`src/core/sadc_pkg.sv`:
```
// sadc_pkg: constants and types for the 8-bit APPROXIMATION_SHIFT_REG converter control
// assumes: 40 MHz main clock, 8-bit processor register port
package sadc_pkg;
    localparam logic [15:0] SADC_ADDR_MODE = 16'hff80;
    localparam logic [15:0] SADC_ADDR_CHAN = 16'hff84;
    localparam logic [15:0] SADC_ADDR_RESULT = 16'hff86;
    localparam logic [7:0] SADC_MODE_RESET = 8'h00;
    localparam logic [7:0] SADC_CHAN_RESET = 8'h00;
    localparam int SADC_ENABLE_BIT = 7;
    localparam int SADC_TSEL_LSB = 3;
    localparam logic [7:0] SADC_MODE_MASK = 8'h00b8;
    localparam logic [7:0] SADC_CHAN_MASK = 8'h0007;
    localparam logic [2:0] SADC_CHAN_MAX = 3'h5;
    localparam logic [7:0] SADC_CLK_144 = 8'h0090;
    localparam logic [7:0] SADC_CLK_120 = 8'h0078;
    localparam logic [7:0] SADC_CLK_96 = 8'h0060;
    localparam logic [7:0] SADC_CLK_72 = 8'h0048;
    localparam logic [7:0] SADC_CLK_60 = 8'h003c;
    localparam logic [7:0] SADC_CLK_48 = 8'h0030;
    localparam int SADC_SAR_STEPS = 8;

    typedef enum logic [1:0] {SADC_IDLE, SADC_SAMPLE, SADC_DECIDE} sadc_state_t;

    // main clock periods for one conversion, from the time-select field
    function automatic logic [7:0] sadc_conv_clocks(input logic [2:0] sel);
        case (sel)
            3'h0: sadc_conv_clocks = SADC_CLK_144;
            3'h1: sadc_conv_clocks = SADC_CLK_120;
            3'h2: sadc_conv_clocks = SADC_CLK_96;
            3'h4: sadc_conv_clocks = SADC_CLK_72;
            3'h5: sadc_conv_clocks = SADC_CLK_60;
            3'h6: sadc_conv_clocks = SADC_CLK_48;
            default: sadc_conv_clocks = SADC_CLK_144;
        endcase
    endfunction : sadc_conv_clocks
endpackage : sadc_pkg

```
`src/core/sadc_step_if.sv`:
```
// sadc_step_if: timing strobes between step timer and sequencer
// assumes: one clock domain, clk_sys
`timescale 1ns/1ps
`default_nettype none
interface sadc_step_if;
    logic restart;
    logic [7:0] total;
    logic sampleDone;
    logic stepTick;
    modport timer (input restart, input total, output sampleDone, output stepTick);
    modport seq (output restart, output total, input sampleDone, input stepTick);
endinterface : sadc_step_if
`default_nettype wire

```
`src/core/sadc_step_timer.sv`:
```
// sadc_step_timer: splits a conversion into a sample period and eight decision steps
// assumes: a third of total and the rest divide evenly; total holds steady in a conversion
`timescale 1ns/1ps
`default_nettype none
module sadc_step_timer
    import sadc_pkg::*;
(
    // clock and reset
    input wire logic clk_sys,
    input wire logic rst_b,
    // sequencer side
    sadc_step_if.timer step
);
    typedef struct packed {
        logic [7:0] cnt;
        logic sampling;
        logic sampleDone;
        logic stepTick;
    } sadc_tmr_t;

    sadc_tmr_t r;
    sadc_tmr_t next_r;
    logic [7:0] stepLen;
    logic [7:0] sampleLen;

    // a third of the time samples, the rest is eight equal decision steps
    // sequencer acts a cycle after each strobe, so sampling ends one count early
    always_comb begin
        stepLen = 8'((step.total - (step.total / 8'd3)) >> 3);
        sampleLen = 8'(step.total - (stepLen << 3));
        next_r = r;
        next_r.sampleDone = 1'b0;
        next_r.stepTick = 1'b0;
        if (step.restart) begin
            next_r.cnt = 8'h00;
            next_r.sampling = 1'b1;
        end else if (r.sampling && r.cnt == 8'(sampleLen - 8'd2)) begin
            next_r.cnt = 8'h00;
            next_r.sampling = 1'b0;
            next_r.sampleDone = 1'b1;
        end else if (!r.sampling && r.cnt == 8'(stepLen - 8'd1)) begin
            next_r.cnt = 8'h00;
            next_r.stepTick = 1'b1;
        end else begin
            next_r.cnt = 8'(r.cnt + 8'd1);
        end
    end

    always_ff @(posedge clk_sys or negedge rst_b) begin
        if (!rst_b) begin
            r <= '0;
        end else begin
            r <= next_r;
        end
    end

    assign step.sampleDone = r.sampleDone;
    assign step.stepTick = r.stepTick;
endmodule : sadc_step_timer
`default_nettype wire

```
`src/core/sadc_control.sv`:
```
// sadc_control: 8-bit successive-approximation converter control, six inputs
// assumes: byte register port on the main clock; comparator and standby from outside
// Operation
// - three-bit channel field picks input 0 to 5; others prohibited
// - time field sets 144, 120, 96, 72, 60 or 48 clocks per conversion
// - enable bit 7 of mode register starts converting the chosen channel
// - sample a fixed period, then hold until all bits are decided
// - conversion starts with MSB set, tap at half reference
// - each lower bit trial set; kept when input is at or above tap
// - after bit 0, latch result and raise end-of-conversion request together
// - conversions repeat automatically while enable stays set
// - mode or channel write aborts conversion; restart if enabled
// - mode write with enable clear stops conversion at once
// - first result after enabling, and results after disabling, are undefined
// - reset loads mode and channel registers with zero; result undefined
// - standby halts the converter
// - result register is eight bits, read-only, read as a byte
// - result equals integer of input ratio times 256 plus one half
// - a result read coinciding with the update completes first
// - register write coinciding with the update wins; no update, no request
// - mode write leaves the end-of-conversion flag alone
`timescale 1ns/1ps
`default_nettype none
module sadc_control
    import sadc_pkg::*;
(
    // clock and reset
    input wire logic clk_sys,
    input wire logic rst_b,
    // processor register port
    input wire logic [15:0] regAddr,
    input wire logic regWrite,
    input wire logic regRead,
    input wire logic [7:0] regWdata,
    output logic [7:0] regRdata,
    // chip power state
    input wire logic standby,
    // analog front end
    input wire logic compHigh,
    output logic sampleEnable,
    output logic holdEnable,
    output logic [2:0] channelSelect,
    output logic [7:0] tapCode,
    // events
    output logic conversionEndIrq
);
    typedef struct packed {
        logic [7:0] mode;
        logic [7:0] chan;
        logic [2:0] chanSel;
        logic [7:0] result;
        logic [7:0] approximation_shift_reg;
        logic [2:0] bitIdx;
        sadc_state_t state;
        logic [7:0] rdata;
        logic irq;
        logic sample;
        logic hold;
        logic [1:0] compSync;
        logic [1:0] standbySync;
    } sadc_ctl_t;

    sadc_ctl_t r;
    sadc_ctl_t next_r;
    sadc_step_if step();

    sadc_step_timer u_timer (
        .clk_sys(clk_sys),
        .rst_b(rst_b),
        .step(step)
    );

    logic modeWr;
    logic chanWr;
    logic cfgWr;
    logic enabled;
    logic halted;
    logic decision;
    logic [7:0] decided;

    always_comb begin
        modeWr = regWrite && regAddr == SADC_ADDR_MODE;
        chanWr = regWrite && regAddr == SADC_ADDR_CHAN;
        cfgWr = modeWr || chanWr;
        halted = r.standbySync[1];
        decision = r.compSync[1];
        next_r = r;
        next_r.compSync = {r.compSync[0], compHigh};
        next_r.standbySync = {r.standbySync[0], standby};
        next_r.irq = 1'b0;
        step.total = sadc_conv_clocks(r.mode[SADC_TSEL_LSB +: 3]);
        step.restart = 1'b0;
        // read returns present contents; a same-cycle update lands after
        case (regAddr)
            SADC_ADDR_MODE: next_r.rdata = r.mode;
            SADC_ADDR_CHAN: next_r.rdata = r.chan;
            SADC_ADDR_RESULT: next_r.rdata = r.result;
            default: next_r.rdata = 8'h00;
        endcase
        if (!regRead) begin
            next_r.rdata = r.rdata;
        end
        // write wins over the conversion; flag is elsewhere so untouched
        if (modeWr) begin
            next_r.mode = regWdata & SADC_MODE_MASK;
        end
        if (chanWr) begin
            next_r.chan = regWdata & SADC_CHAN_MASK;
        end
        // a prohibited channel code is clamped to the top channel
        next_r.chanSel = next_r.chan[2:0];
        if (next_r.chan[2:0] > SADC_CHAN_MAX) begin
            next_r.chanSel = SADC_CHAN_MAX;
        end
        enabled = next_r.mode[SADC_ENABLE_BIT];
        decided = r.approximation_shift_reg;
        if (!decision) begin
            decided[r.bitIdx] = 1'b0;
        end
        if (cfgWr || halted) begin
            // abort; a new session starts only if still enabled
            next_r.state = SADC_IDLE;
            next_r.sample = 1'b0;
            next_r.hold = 1'b0;
        end else begin
            case (r.state)
                SADC_IDLE: begin
                    if (enabled) begin
                        next_r.state = SADC_SAMPLE;
                        next_r.sample = 1'b1;
                        step.restart = 1'b1;
                    end
                end
                SADC_SAMPLE: begin
                    if (step.sampleDone) begin
                        next_r.state = SADC_DECIDE;
                        next_r.sample = 1'b0;
                        next_r.hold = 1'b1;
                        next_r.approximation_shift_reg = 8'h80;
                        next_r.bitIdx = 3'h7;
                    end
                end
                SADC_DECIDE: begin
                    if (step.stepTick) begin
                        if (r.bitIdx == 3'h0) begin
                            // back to sampling for the next round
                            next_r.result = decided;
                            next_r.irq = 1'b1;
                            next_r.approximation_shift_reg = decided;
                            next_r.hold = 1'b0;
                            next_r.state = SADC_SAMPLE;
                            next_r.sample = 1'b1;
                            step.restart = 1'b1;
                        end else begin
                            next_r.approximation_shift_reg = decided | (8'h01 << (r.bitIdx - 3'h1));
                            next_r.bitIdx = 3'(r.bitIdx - 3'h1);
                        end
                    end
                end
                default: begin
                    next_r.state = SADC_IDLE;
                end
            endcase
            if (!enabled) begin
                next_r.state = SADC_IDLE;
                next_r.sample = 1'b0;
                next_r.hold = 1'b0;
            end
        end
    end

    always_ff @(posedge clk_sys or negedge rst_b) begin
        if (!rst_b) begin
            r.mode <= SADC_MODE_RESET;
            r.chan <= SADC_CHAN_RESET;
            r.chanSel <= SADC_CHAN_RESET[2:0];
            r.result <= 8'h00;
            r.approximation_shift_reg <= 8'h00;
            r.bitIdx <= 3'h0;
            r.state <= SADC_IDLE;
            r.rdata <= 8'h00;
            r.irq <= 1'b0;
            r.sample <= 1'b0;
            r.hold <= 1'b0;
            r.compSync <= 2'h0;
            r.standbySync <= 2'h0;
        end else begin
            r <= next_r;
        end
    end

    assign channelSelect = r.chanSel;
    assign regRdata = r.rdata;
    assign sampleEnable = r.sample;
    assign holdEnable = r.hold;
    assign tapCode = r.approximation_shift_reg;
    assign conversionEndIrq = r.irq;
endmodule : sadc_control
`default_nettype wire

```
`config.mk`:
```
export PLATFORM = sky130hd
export DESIGN_NAME = sadc_control
export DESIGN_NICKNAME = d
export VERILOG_FILES = /design/src/core/sadc_pkg.sv /design/src/core/sadc_step_if.sv /design/src/core/sadc_step_timer.sv /design/src/core/sadc_control.sv
export SDC_FILE = /design/constraint.sdc
export NUM_CORES = 1
export LEC_CHECK = 0
export BUFFER_PORTS_ARGS = -buffer_cell sky130_fd_sc_hd__buf_2
export CAP_MARGIN = 20
export CORE_MARGIN = 4
export CORE_UTILIZATION = 50
export CTS_BUF_LIST = sky130_fd_sc_hd__clkbuf_16
export CTS_CLUSTER_SIZE = 20
export DETAILED_ROUTE_END_ITERATION = 6
export PLACE_DENSITY = 0.82
export SLEW_MARGIN = 40
export SYNTH_ARGS = -nofsm -noshare
export SYNTH_HDL_FRONTEND = slang
export SYNTH_SLANG_ARGS = --single-unit
```
`constraint.sdc`:
```
create_clock -name clk_sys -period 7.75 [get_ports clk_sys]
set_input_delay 0 -clock clk_sys [delete_from_list [all_inputs] [get_ports clk_sys]]
set_output_delay 0 -clock clk_sys [all_outputs]
set_load 0.005 [all_outputs]
```
Word level (Yosys, flattened, before mapping)
Index checks and enable logic that the tools add are counted.
- $add $sub $neg: 6
- div/mod/pow operators: 1
- shifts and indexed selects: 1
- reduce and logical (&&, ||, !) cells: 18
- bitwise gates (word level): 4
- muxes and demuxes: 38
- eq/ne operators: 20
- magnitude comparators: 3
- operator list (cell ; count):
    == test 16 bit (second input constant) ; 3
    2-to-1 mux 8 bit ; 5
    case mux 8 bit (5 select lines) ; 1
    2-to-1 mux 13 bit ; 2
    case mux 8 bit (3 select lines) ; 1
    case mux 11 bit (2 select lines) ; 1
    == test 8 bit ; 2
    2-to-1 mux 2 bit ; 8
    AND reduction 4 bit ; 4
    subtractor 8 bit ; 2
    2-to-1 mux 3 bit ; 5
    == test 3 bit (second input constant) ; 3
    2-to-1 mux 1 bit ; 9
    2-to-1 mux 9 bit ; 1
    adder 8 x 1 -> 8 bit (second input constant) ; 1
    bitwise AND 8 bit ; 1
    divider 8 x 2 -> 8 bit (second input constant) ; 1
    != test 4 x 3 -> 1 bit (second input constant) ; 2
    NOT 8 bit ; 1
    OR 8 bit ; 1
    left shift 1 x 3 -> 8 bit (first input constant) ; 1
    subtractor 8 x 2 -> 8 bit (second input constant) ; 1
    case mux 2 bit (3 select lines) ; 1
    subtractor 5 x 1 -> 6 bit (second input constant) ; 1
    other kinds (25) ; 33
- bits in registers: 57
- logic and storage cells: 109
- output and inout bits: 22

Depth between registers and ports, before layout
Gate-level depths: netlist (run 1).
- depth after elaboration: 13
- mapped depth: 30

Cells and area by module
From an unflattened synthesis (run 1), not the netlist that was laid out.
- cell total of the unflattened synthesis: 512
- area, all modules: 4695.8 um2
- by module, submodules not included (module ; cells an instance ; times used ; sequential area each (um2) ; area each (um2)):
    sadc_control ; 248 ; 1 ; 1151.1 ; 2581.2
    sadc_step_timer ; 264 ; 1 ; 275.3 ; 2114.5

Worst setup path after synthesis (run 1)
No wires, ideal clock.
- path type: register to register
- start point: reg r[51] in the netlist's numbering
- end point: reg u_timer.r[5] in the netlist's numbering
- clock period less this slack: 5.548 ns
- setup slack: 2.202 ns
- path buffers: 2
- cell stages (with the launch flop): 31
- setup time: 0.122 ns
- required time: 7.628 ns
- data arrival time: 5.426 ns
- cell sequence: dfrtp_1 buf_2 inv_1 ha_1 clkbuf_4 nor3_1 a21oi_1 a21boi_0 ha_1 nand2b_1 nor4_1 a221o_1 o21ai_0 o21ai_0 nand2_1 nor3_1 mux2i_1 ha_1 o2111ai_1 or4b_4 a22oi_4 nor3_2 or2_2 ha_1 xnor2_1 nor3_1 nand4_1 mux2i_1 o21ai_0 nand4b_2 nor2_1
- RTL lines (item ; RTL line ; RTL):
    start: declaration ; sadc_control.sv:63 ; sadc_ctl_t r;
    start signal: assignment ; sadc_control.sv:188 ; r <= next_r;
    end signal: assignment ; sadc_step_timer.sv:53 ; r <= next_r;
    end: declaration ; sadc_step_timer.sv:21 ; sadc_tmr_t r;

==> results of run 1 <==
-- flip-flops by register name, indices dropped and copies added, names as in the netlist --
name / cells
regRdata: 8
halted: 1
r: 20
decision: 1
next_r: 2
conversionEndIrq: 1
sampleEnable: 1
holdEnable: 1
u_timer.r: 9
tapCode: 8
channelSelect: 3
u_timer.step.stepTick: 1
u_timer.step.sampleDone: 1
-- kinds of logic after synthesis --
logic type               after synthesis  synth area share [%]
XOR/XNOR                              19                  4.32
buffers and inverters                 67                  9.39
adder cells (fa/ha/maj)               20                  6.50
multiplexers                          17                  4.78
AND/OR/NAND/NOR                      157                  21.0
flip-flops                            57                  37.0
AO/OA/AOI/OAI                         99                  17.0
-- power breakdown --
| part | switching, W | internal, W | leakage (nW) | total, W |
|---|---|---|---|---|
| clock network | 0.000141 | 0.000313 | 0.162 | 0.000455 |
| logic | 0.0000545 | 0.0000558 | 1.19 | 0.000110 |
| registers | 0.0000340 | 0.000320 | 0.712 | 0.000354 |
| total | 0.000230 | 0.000689 | 2.06 | 0.000919 |
-- path summary, 6_finish.rpt --
path	startpoint	to	slack [ns]	cells past startpoint
worst max-delay path	r[51]$_DFFE_PN0P_	u_timer.r[8]$_DFF_PN0_	1.06	28
max in group asynchronous	rst_b	u_timer.r[5]$_DFF_PN0_	6.94	3
min in group asynchronous	rst_b	channelSelect[2]$_DFF_PN0_	0.34	3
worst max register to register	r[51]$_DFFE_PN0P_	u_timer.r[8]$_DFF_PN0_	1.06	28
worst min register to register	next_r[1]$_DFF_PN0_	halted$_DFF_PN0_	0.34	0
worst min-delay path	regRead	regRdata[7]$_DFFE_PN0P_	0.01	2
-- cells in the mapped netlist, drive strengths merged (5+ instances only) --
cell	number
o31ai	5
nand3	23
dfrtp	57
xnor2	8
mux2	8
nand2b	8
inv	26
mux2i	9
nor3	12
nor2	29
buf	29
a21oi	14
ha	20
xor2	11
o21ai	36
clkbuf	12
nand2	47
o22ai	5
-- cell type report --
type | instances | area (µm²)
Sequential cell | 57 | 1430
Inverter | 26 | 97.6
Clock inverter | 7 | 119
Tap cell | 99 | 124
Fill cell | 613 | 2950
Timing Repair Buffer | 61 | 358
Clock buffer | 9 | 225
Multi-Input combinational cell | 312 | 2070
-- metrics by stage --
step	cell area [µm²]	hold WS, ns	util (%)	setup WS, ns
after floorplan	3850	-0.296	-	2.20
after global placement	3970	0.108	53.8	1.54
after detailed placement	3970	0.110	53.9	1.22
after CTS	4420	0.000775	59.9	1.16
after global routing	4420	0.0208	59.9	0.591
final	4420	0.0139	59.9	1.06
-- routing by layer --
metal,routed length (µm),vias to the layer above,GRT usage (%)
met5,0,-,0
met2,3980,93,30.8
met1,3720,1503,25.1
met3,490,19,4.77
li1,-,1580,-
met4,168,0,8.29
-- what timing repair did --
| item | in CTS | in global routing |
|---|---|---|
| hold endpoints to repair | 68 | 0 |
| gates resized for setup | 0 | 0 |
| hold buffers | 10 | 0 |
==> results_dict.tcl, run 1 <==
set metrics [dict create \
    cts_buffers 9 \
    design.core.area_um2 7370 \
    synth.lib_cells_used.distinct 62 \
    wirelength_per_cell_um 14.6 \
    detailedPlacementHpwl_um 5820 \
    first_pass_grt_wire_length_um 14000 \
    placedCellCount 545 \
    irDropWorstVdd_v 0.000173 \
    worstSetupPathType "flop to flop" \
    totalPowerFinal_w 0.000919 \
    post-synth-top-area-cell "sky130_fd_sc_hd__dfrtp_1" \
    slowest_stage "sky130_fd_sc_hd__ha_1" \
    num_antenna_cells 0 \
    synth_top_flop_cell "sky130_fd_sc_hd__dfrtp_1" \
    instances_no_fill 571 \
    synth_top_area_share_pct 37.0 \
    critPathMaxFanout 20 \
    drt_iter0_markers 201 \
    mappedNetlistArea_um2 3850 \
    timing.critical_path.slowest_cell_delay_ns 0.58 \
    worst_path_dominant_cell_family "simple AND/OR/NAND/NOR gates" \
    first_pass_iters 4 \
    fin_crit_sh_pct 86.4 \
    clk_transition_reported_paths_ns 0.05 \
    ctsLongestPathBuffers 2 \
    cellPowerDensity_nw_per_um2 208 \
    crit_required_ns 7.96 \
    critical_path.endpoint_type "flop" \
    report.final.slew_viol_count 0 \
    grt_util_all_layers_pct 19.4 \
    post_cts.repair.setup_buffers 0 \
    crit_arrival_ns 6.90 \
    status "finished clean" \
    post_synth.cell_area_avg_um2 8.83 \
    mostFrequentLayoutCells "57 x sky130_fd_sc_hd__dfrtp_1, 50 x sky130_fd_sc_hd__buf_2, 46 x sky130_fd_sc_hd__nand2_1, 36 x sky130_fd_sc_hd__o21ai_0, 29 x sky130_fd_sc_hd__nor2_1" \
    hp-class "primary input to flop" \
    asyncSetResetFlopFracSynth_pct 100 \
    netlist_top_cells_area "sky130_fd_sc_hd__dfrtp_1 37%, sky130_fd_sc_hd__ha_1 6.5%, sky130_fd_sc_hd__o21ai_0 4.7%" \
    detail_route_antenna_nets 0 \
    synth_enable_flop_cells 0 \
    timing.slew.headroom_pct 51.1 \
    mostFrequentLayoutCell "sky130_fd_sc_hd__dfrtp_1" \
    drive_gt1_share_pct 19.1 \
    vias 3195 \
    post_synth_inst_count 436 \
    root_buffer_cell "sky130_fd_sc_hd__clkbuf_16" \
    routed_wl_um 8360 \
    synth.yosys.seq_area_share_pct 37.0 \
    antenna_found_initial 0 \
    finalSetupViolations 0 \
    cts_sinks 57 \
    globalplace.congestion 0.892 \
    layout.nets 517 \
    syn2layout_area_growth_pct 14.7 \
    crit_path_frequent_cell "sky130_fd_sc_hd__ha_1" \
    p_leak_nw 2.06 \
    critical_path_buf_inv_count 1 \
    fp.dieH_um 95.8 \
    grt_start_max_net_pins 58 \
    gr_ovfl_total 0 \
    final-hold-violation-count 0 \
    synth_seq_cells 57 \
    yosys_warnings 0 \
    die_width_um 95.8 \
    critPathLaunchType "flop" \
    maxCapViolations 0 \
    drcViolationCount 0 \
    achievable-frequency_mhz 149 \
    worstMarginPinSlew_ns 0.728 \
    postSynthNetCount 486 \
    finalWorstPathRequiredPeriod_ns 6.69 \
    cts_tree "yes" \
    vias_per_cell 5.60 \
    floorplan.initialDensity_pct 52.2 \
    h-tree-depth 3 \
    vias_in_the_first_global_route 3034 \
    worst_clock_skew_ns 0.00597 \
    placement_rows 31 \
    pin_count 52 \
    worst_skew_pair.late_latency_ns 0.33 \
    dieArea_um2 9170 \
    port-buffer-count 50 \
    rsz0062_at_grt "no" \
    setup_total_negative_slack_ns 0 \
]
Note: power is estimated with default switching activity, not from simulation.
==> inputs of run 2 (changes only) <==
--- a/config.mk
+++ b/config.mk
@@ -8,11 +8,11 @@
 export BUFFER_PORTS_ARGS = -buffer_cell sky130_fd_sc_hd__buf_2
 export CAP_MARGIN = 20
 export CORE_MARGIN = 4
-export CORE_UTILIZATION = 50
+export CORE_UTILIZATION = 47
 export CTS_BUF_LIST = sky130_fd_sc_hd__clkbuf_16
 export CTS_CLUSTER_SIZE = 20
 export DETAILED_ROUTE_END_ITERATION = 6
-export PLACE_DENSITY = 0.82
+export PLACE_DENSITY = 0.78
 export SLEW_MARGIN = 40
 export SYNTH_ARGS = -nofsm -noshare
 export SYNTH_HDL_FRONTEND = slang
==> constraint.sdc (replaced) <==
create_clock -name clk_sys -period 7.75 [get_ports clk_sys]
set_input_delay 0 -clock clk_sys [delete_from_list [all_inputs] [get_ports clk_sys]]
set_output_delay 0 -clock clk_sys [all_outputs]
set_load 0.01 [all_outputs]
==> run 2 against run 1 <==
Effect of this change:
- first-iteration DRC count fell by 18%
- non-clock buffer count rose by 1
- clock power rose by 4%
- cell area rose by 0.45%
- hold slack got worse by 0.0025 ns
- sequential power barely moved
- sequential share of layout area fell by 0.15 points
- routed wire length rose by 4.1%
- critical endpoint is now u_timer.r[5]$_DFF_PN0_
- largest cell class unchanged
==> results_dict.tcl, run 2 (synthesis gave the netlist of run 1 again) <==
set metrics [dict create \
    status "finished clean" \
    largest_reg_flops 20 \
    first_pass_grt_wire_length_um 14600 \
    crit_arrival_ns 6.94 \
    layout.nets 518 \
    biggestRegsByFlops "r x20, u_timer.r x9" \
    clk_transition_reported_paths_ns 0.06 \
    worst_clock_skew_ns 0.00910 \
    regArea_um2 1430 \
    worstMarginPinSlew_ns 0.738 \
    multi_input_comb_area_um2 2070 \
    dieArea_um2 9700 \
    placement_rows 32 \
    vias_per_cell 5.64 \
    maxCapViolations 0 \
    clock_power_share_pct 50.3 \
    cts_sinks 57 \
    final_critical_path_setup_slack_ns 1.02 \
    antenna_found_initial 0 \
    grt_util_all_layers_pct 18.0 \
    post_cts.repair.setup_buffers 0 \
    timing.critical_path.slowest_cell_delay_ns 0.63 \
    critical_path.endpoint_type "flop" \
    critPathLaunchType "flop" \
    p_leak_nw 2.08 \
    first_pass_iters 7 \
    crit_path_frequent_cell "sky130_fd_sc_hd__ha_1" \
    critPathMaxFanout 20 \
    drive_gt1_share_pct 19.0 \
    rsz0062_at_grt "no" \
    ctsLongestPathBuffers 2 \
    drt_iter0_markers 165 \
    worst_path_dominant_cell_family "simple AND/OR/NAND/NOR gates" \
    irDropWorstVdd_v 0.000136 \
    routed_wl_um 8700 \
    totalPowerFinal_w 0.000936 \
    number_of_inserted_filler_cells_in_the_final_layout 673 \
    design.core.area_um2 7850 \
    drcViolationCount 0 \
    achievable-frequency_mhz 149 \
    placement.cell_area_um2 3980 \
    netSwitchingFraction_pct 26.0 \
    crit_required_ns 7.96 \
    final-hold-violation-count 0 \
    worst_skew_pair.late_latency_ns 0.33 \
    setup_total_negative_slack_ns 0 \
    h-tree-depth 3 \
    die_width_um 98.5 \
    root_buffer_cell "sky130_fd_sc_hd__clkbuf_16" \
    worstSetupPathType "flop to flop" \
    finalSetupViolations 0 \
    grt_start_max_net_pins 58 \
    post-route-cell-area_um2 4440 \
    pin_count 52 \
    detailedPlacementHpwl_um 5860 \
    cellPowerDensity_nw_per_um2 211 \
    syn2layout_area_growth_pct 15.2 \
    p_int_w 0.000693 \
    cts-resized-gates 0 \
    max_flop_register "r" \
    port-buffer-count 50 \
    finalWorstPathRequiredPeriod_ns 6.73 \
    end_of_flow_core_utilization_pct 56.5 \
    floorplan.initialDensity_pct 49.1 \
    wirelength_per_cell_um 15.1 \
    fin_crit_sh_pct 86.8 \
    slowest_stage "sky130_fd_sc_hd__dfrtp_1" \
    gr_ovfl_total 0 \
    cts_buffers 9 \
    globalplace.congestion 0.856 \
    timing.slew.headroom_pct 50.8 \
    detail_route_antenna_nets 0 \
    num_antenna_cells 0 \
    cts_tree "yes" \
    share_comb_of_total_power_pct 11.8 \
    mostFrequentLayoutCell "sky130_fd_sc_hd__dfrtp_1" \
    report.final.slew_viol_count 0 \
    vias_in_the_first_global_route 3172 \
    hp-class "primary input to flop" \
    mostFrequentLayoutCells "57 x sky130_fd_sc_hd__dfrtp_1, 50 x sky130_fd_sc_hd__buf_2, 46 x sky130_fd_sc_hd__nand2_1, 36 x sky130_fd_sc_hd__o21ai_0, 29 x sky130_fd_sc_hd__nor2_1" \
    seq_power_share_pct 37.8 \
    critical_path_buf_inv_count 1 \
    fp.dieH_um 98.5 \
    net_switching_power_of_the_design_w 0.000243 \
    pre_cts_ws_ns 1.29 \
    vias 3241 \
]
-- run 2: cell count changes in the layout (fill, tap and decap cells not counted), sizes merged --
cell and change:
inv +2, dlygate4sd3 +1, clkinvlp -2
-- run 2: what timing repair did --
action,in CTS,in global routing
endpoints found under the hold margin,69,0
endpoints found under the setup margin,0,0
hold buffers,11,0
-- run 2: layout make-up --
cell class,count,area share [%]
multi-input combinational,312,46.6
timing repair buffer,62,8.29
sequential,57,32.1
clock inverter,7,2.82
tap,102,2.88
clock buffer,9,5.08
inverter,26,2.20
-- run 2: worst paths after layout --
path	from	cells past startpoint	slack [ns]	end
max in group asynchronous	rst_b	3	6.94	u_timer.r[10]$_DFF_PN0_
min in group asynchronous	rst_b	3	0.34	channelSelect[2]$_DFF_PN0_
worst min register to register	next_r[3]$_DFF_PN0_	0	0.35	decision$_DFF_PN0_
worst max-delay path	r[51]$_DFFE_PN0P_	28	1.02	u_timer.r[5]$_DFF_PN0_
worst min-delay path	regRead	2	0.01	regRdata[1]$_DFFE_PN0P_
worst max register to register	r[51]$_DFFE_PN0P_	28	1.02	u_timer.r[5]$_DFF_PN0_
-- run 2: worst reg2reg max path, delay by kind of cell (launching register included) --
kind,cells,cell delay (ns)
compound gates,8,1.30
xor+xnor,1,0.13
fa+ha+maj,4,1.16
buf+inv,1,0.17
flops,1,0.63
mux,2,0.42
simple gates,12,2.82
-- run 2: routing by layer --
layer / global-route usage (%) / part of all wire (%) / vias to the layer above / wire length, µm
li1: - / - / 1581 / -
met1: 23.2 / 45 / 1535 / 3880
met2: 30.0 / 49 / 115 / 4250
met3: 4.32 / 5.3 / 10 / 465
met4: 5.57 / 1.2 / 0 / 106
met5: 0 / 0 / - / 0
-- run 2: stage by stage --
stage                     instances  hold slack (ns)
after floorplan                 436           -0.296
after global placement          548            0.111
after detailed placement        548            0.111
after CTS                       575          0.00827
after global routing            575           0.0338
final                           575           0.0114
-- run 2: power groups by stage --
stage / registers, W / logic, W / clock network (W)
floorplan: 0.000342 / 0.0000896 / 0
global placement: 0.000357 / 0.000100 / 0
detailed placement: 0.000359 / 0.000107 / 0
CTS: 0.000354 / 0.000113 / 0.000472
global route: 0.000358 / 0.000125 / 0.000488
finish: 0.000354 / 0.000111 / 0.000471
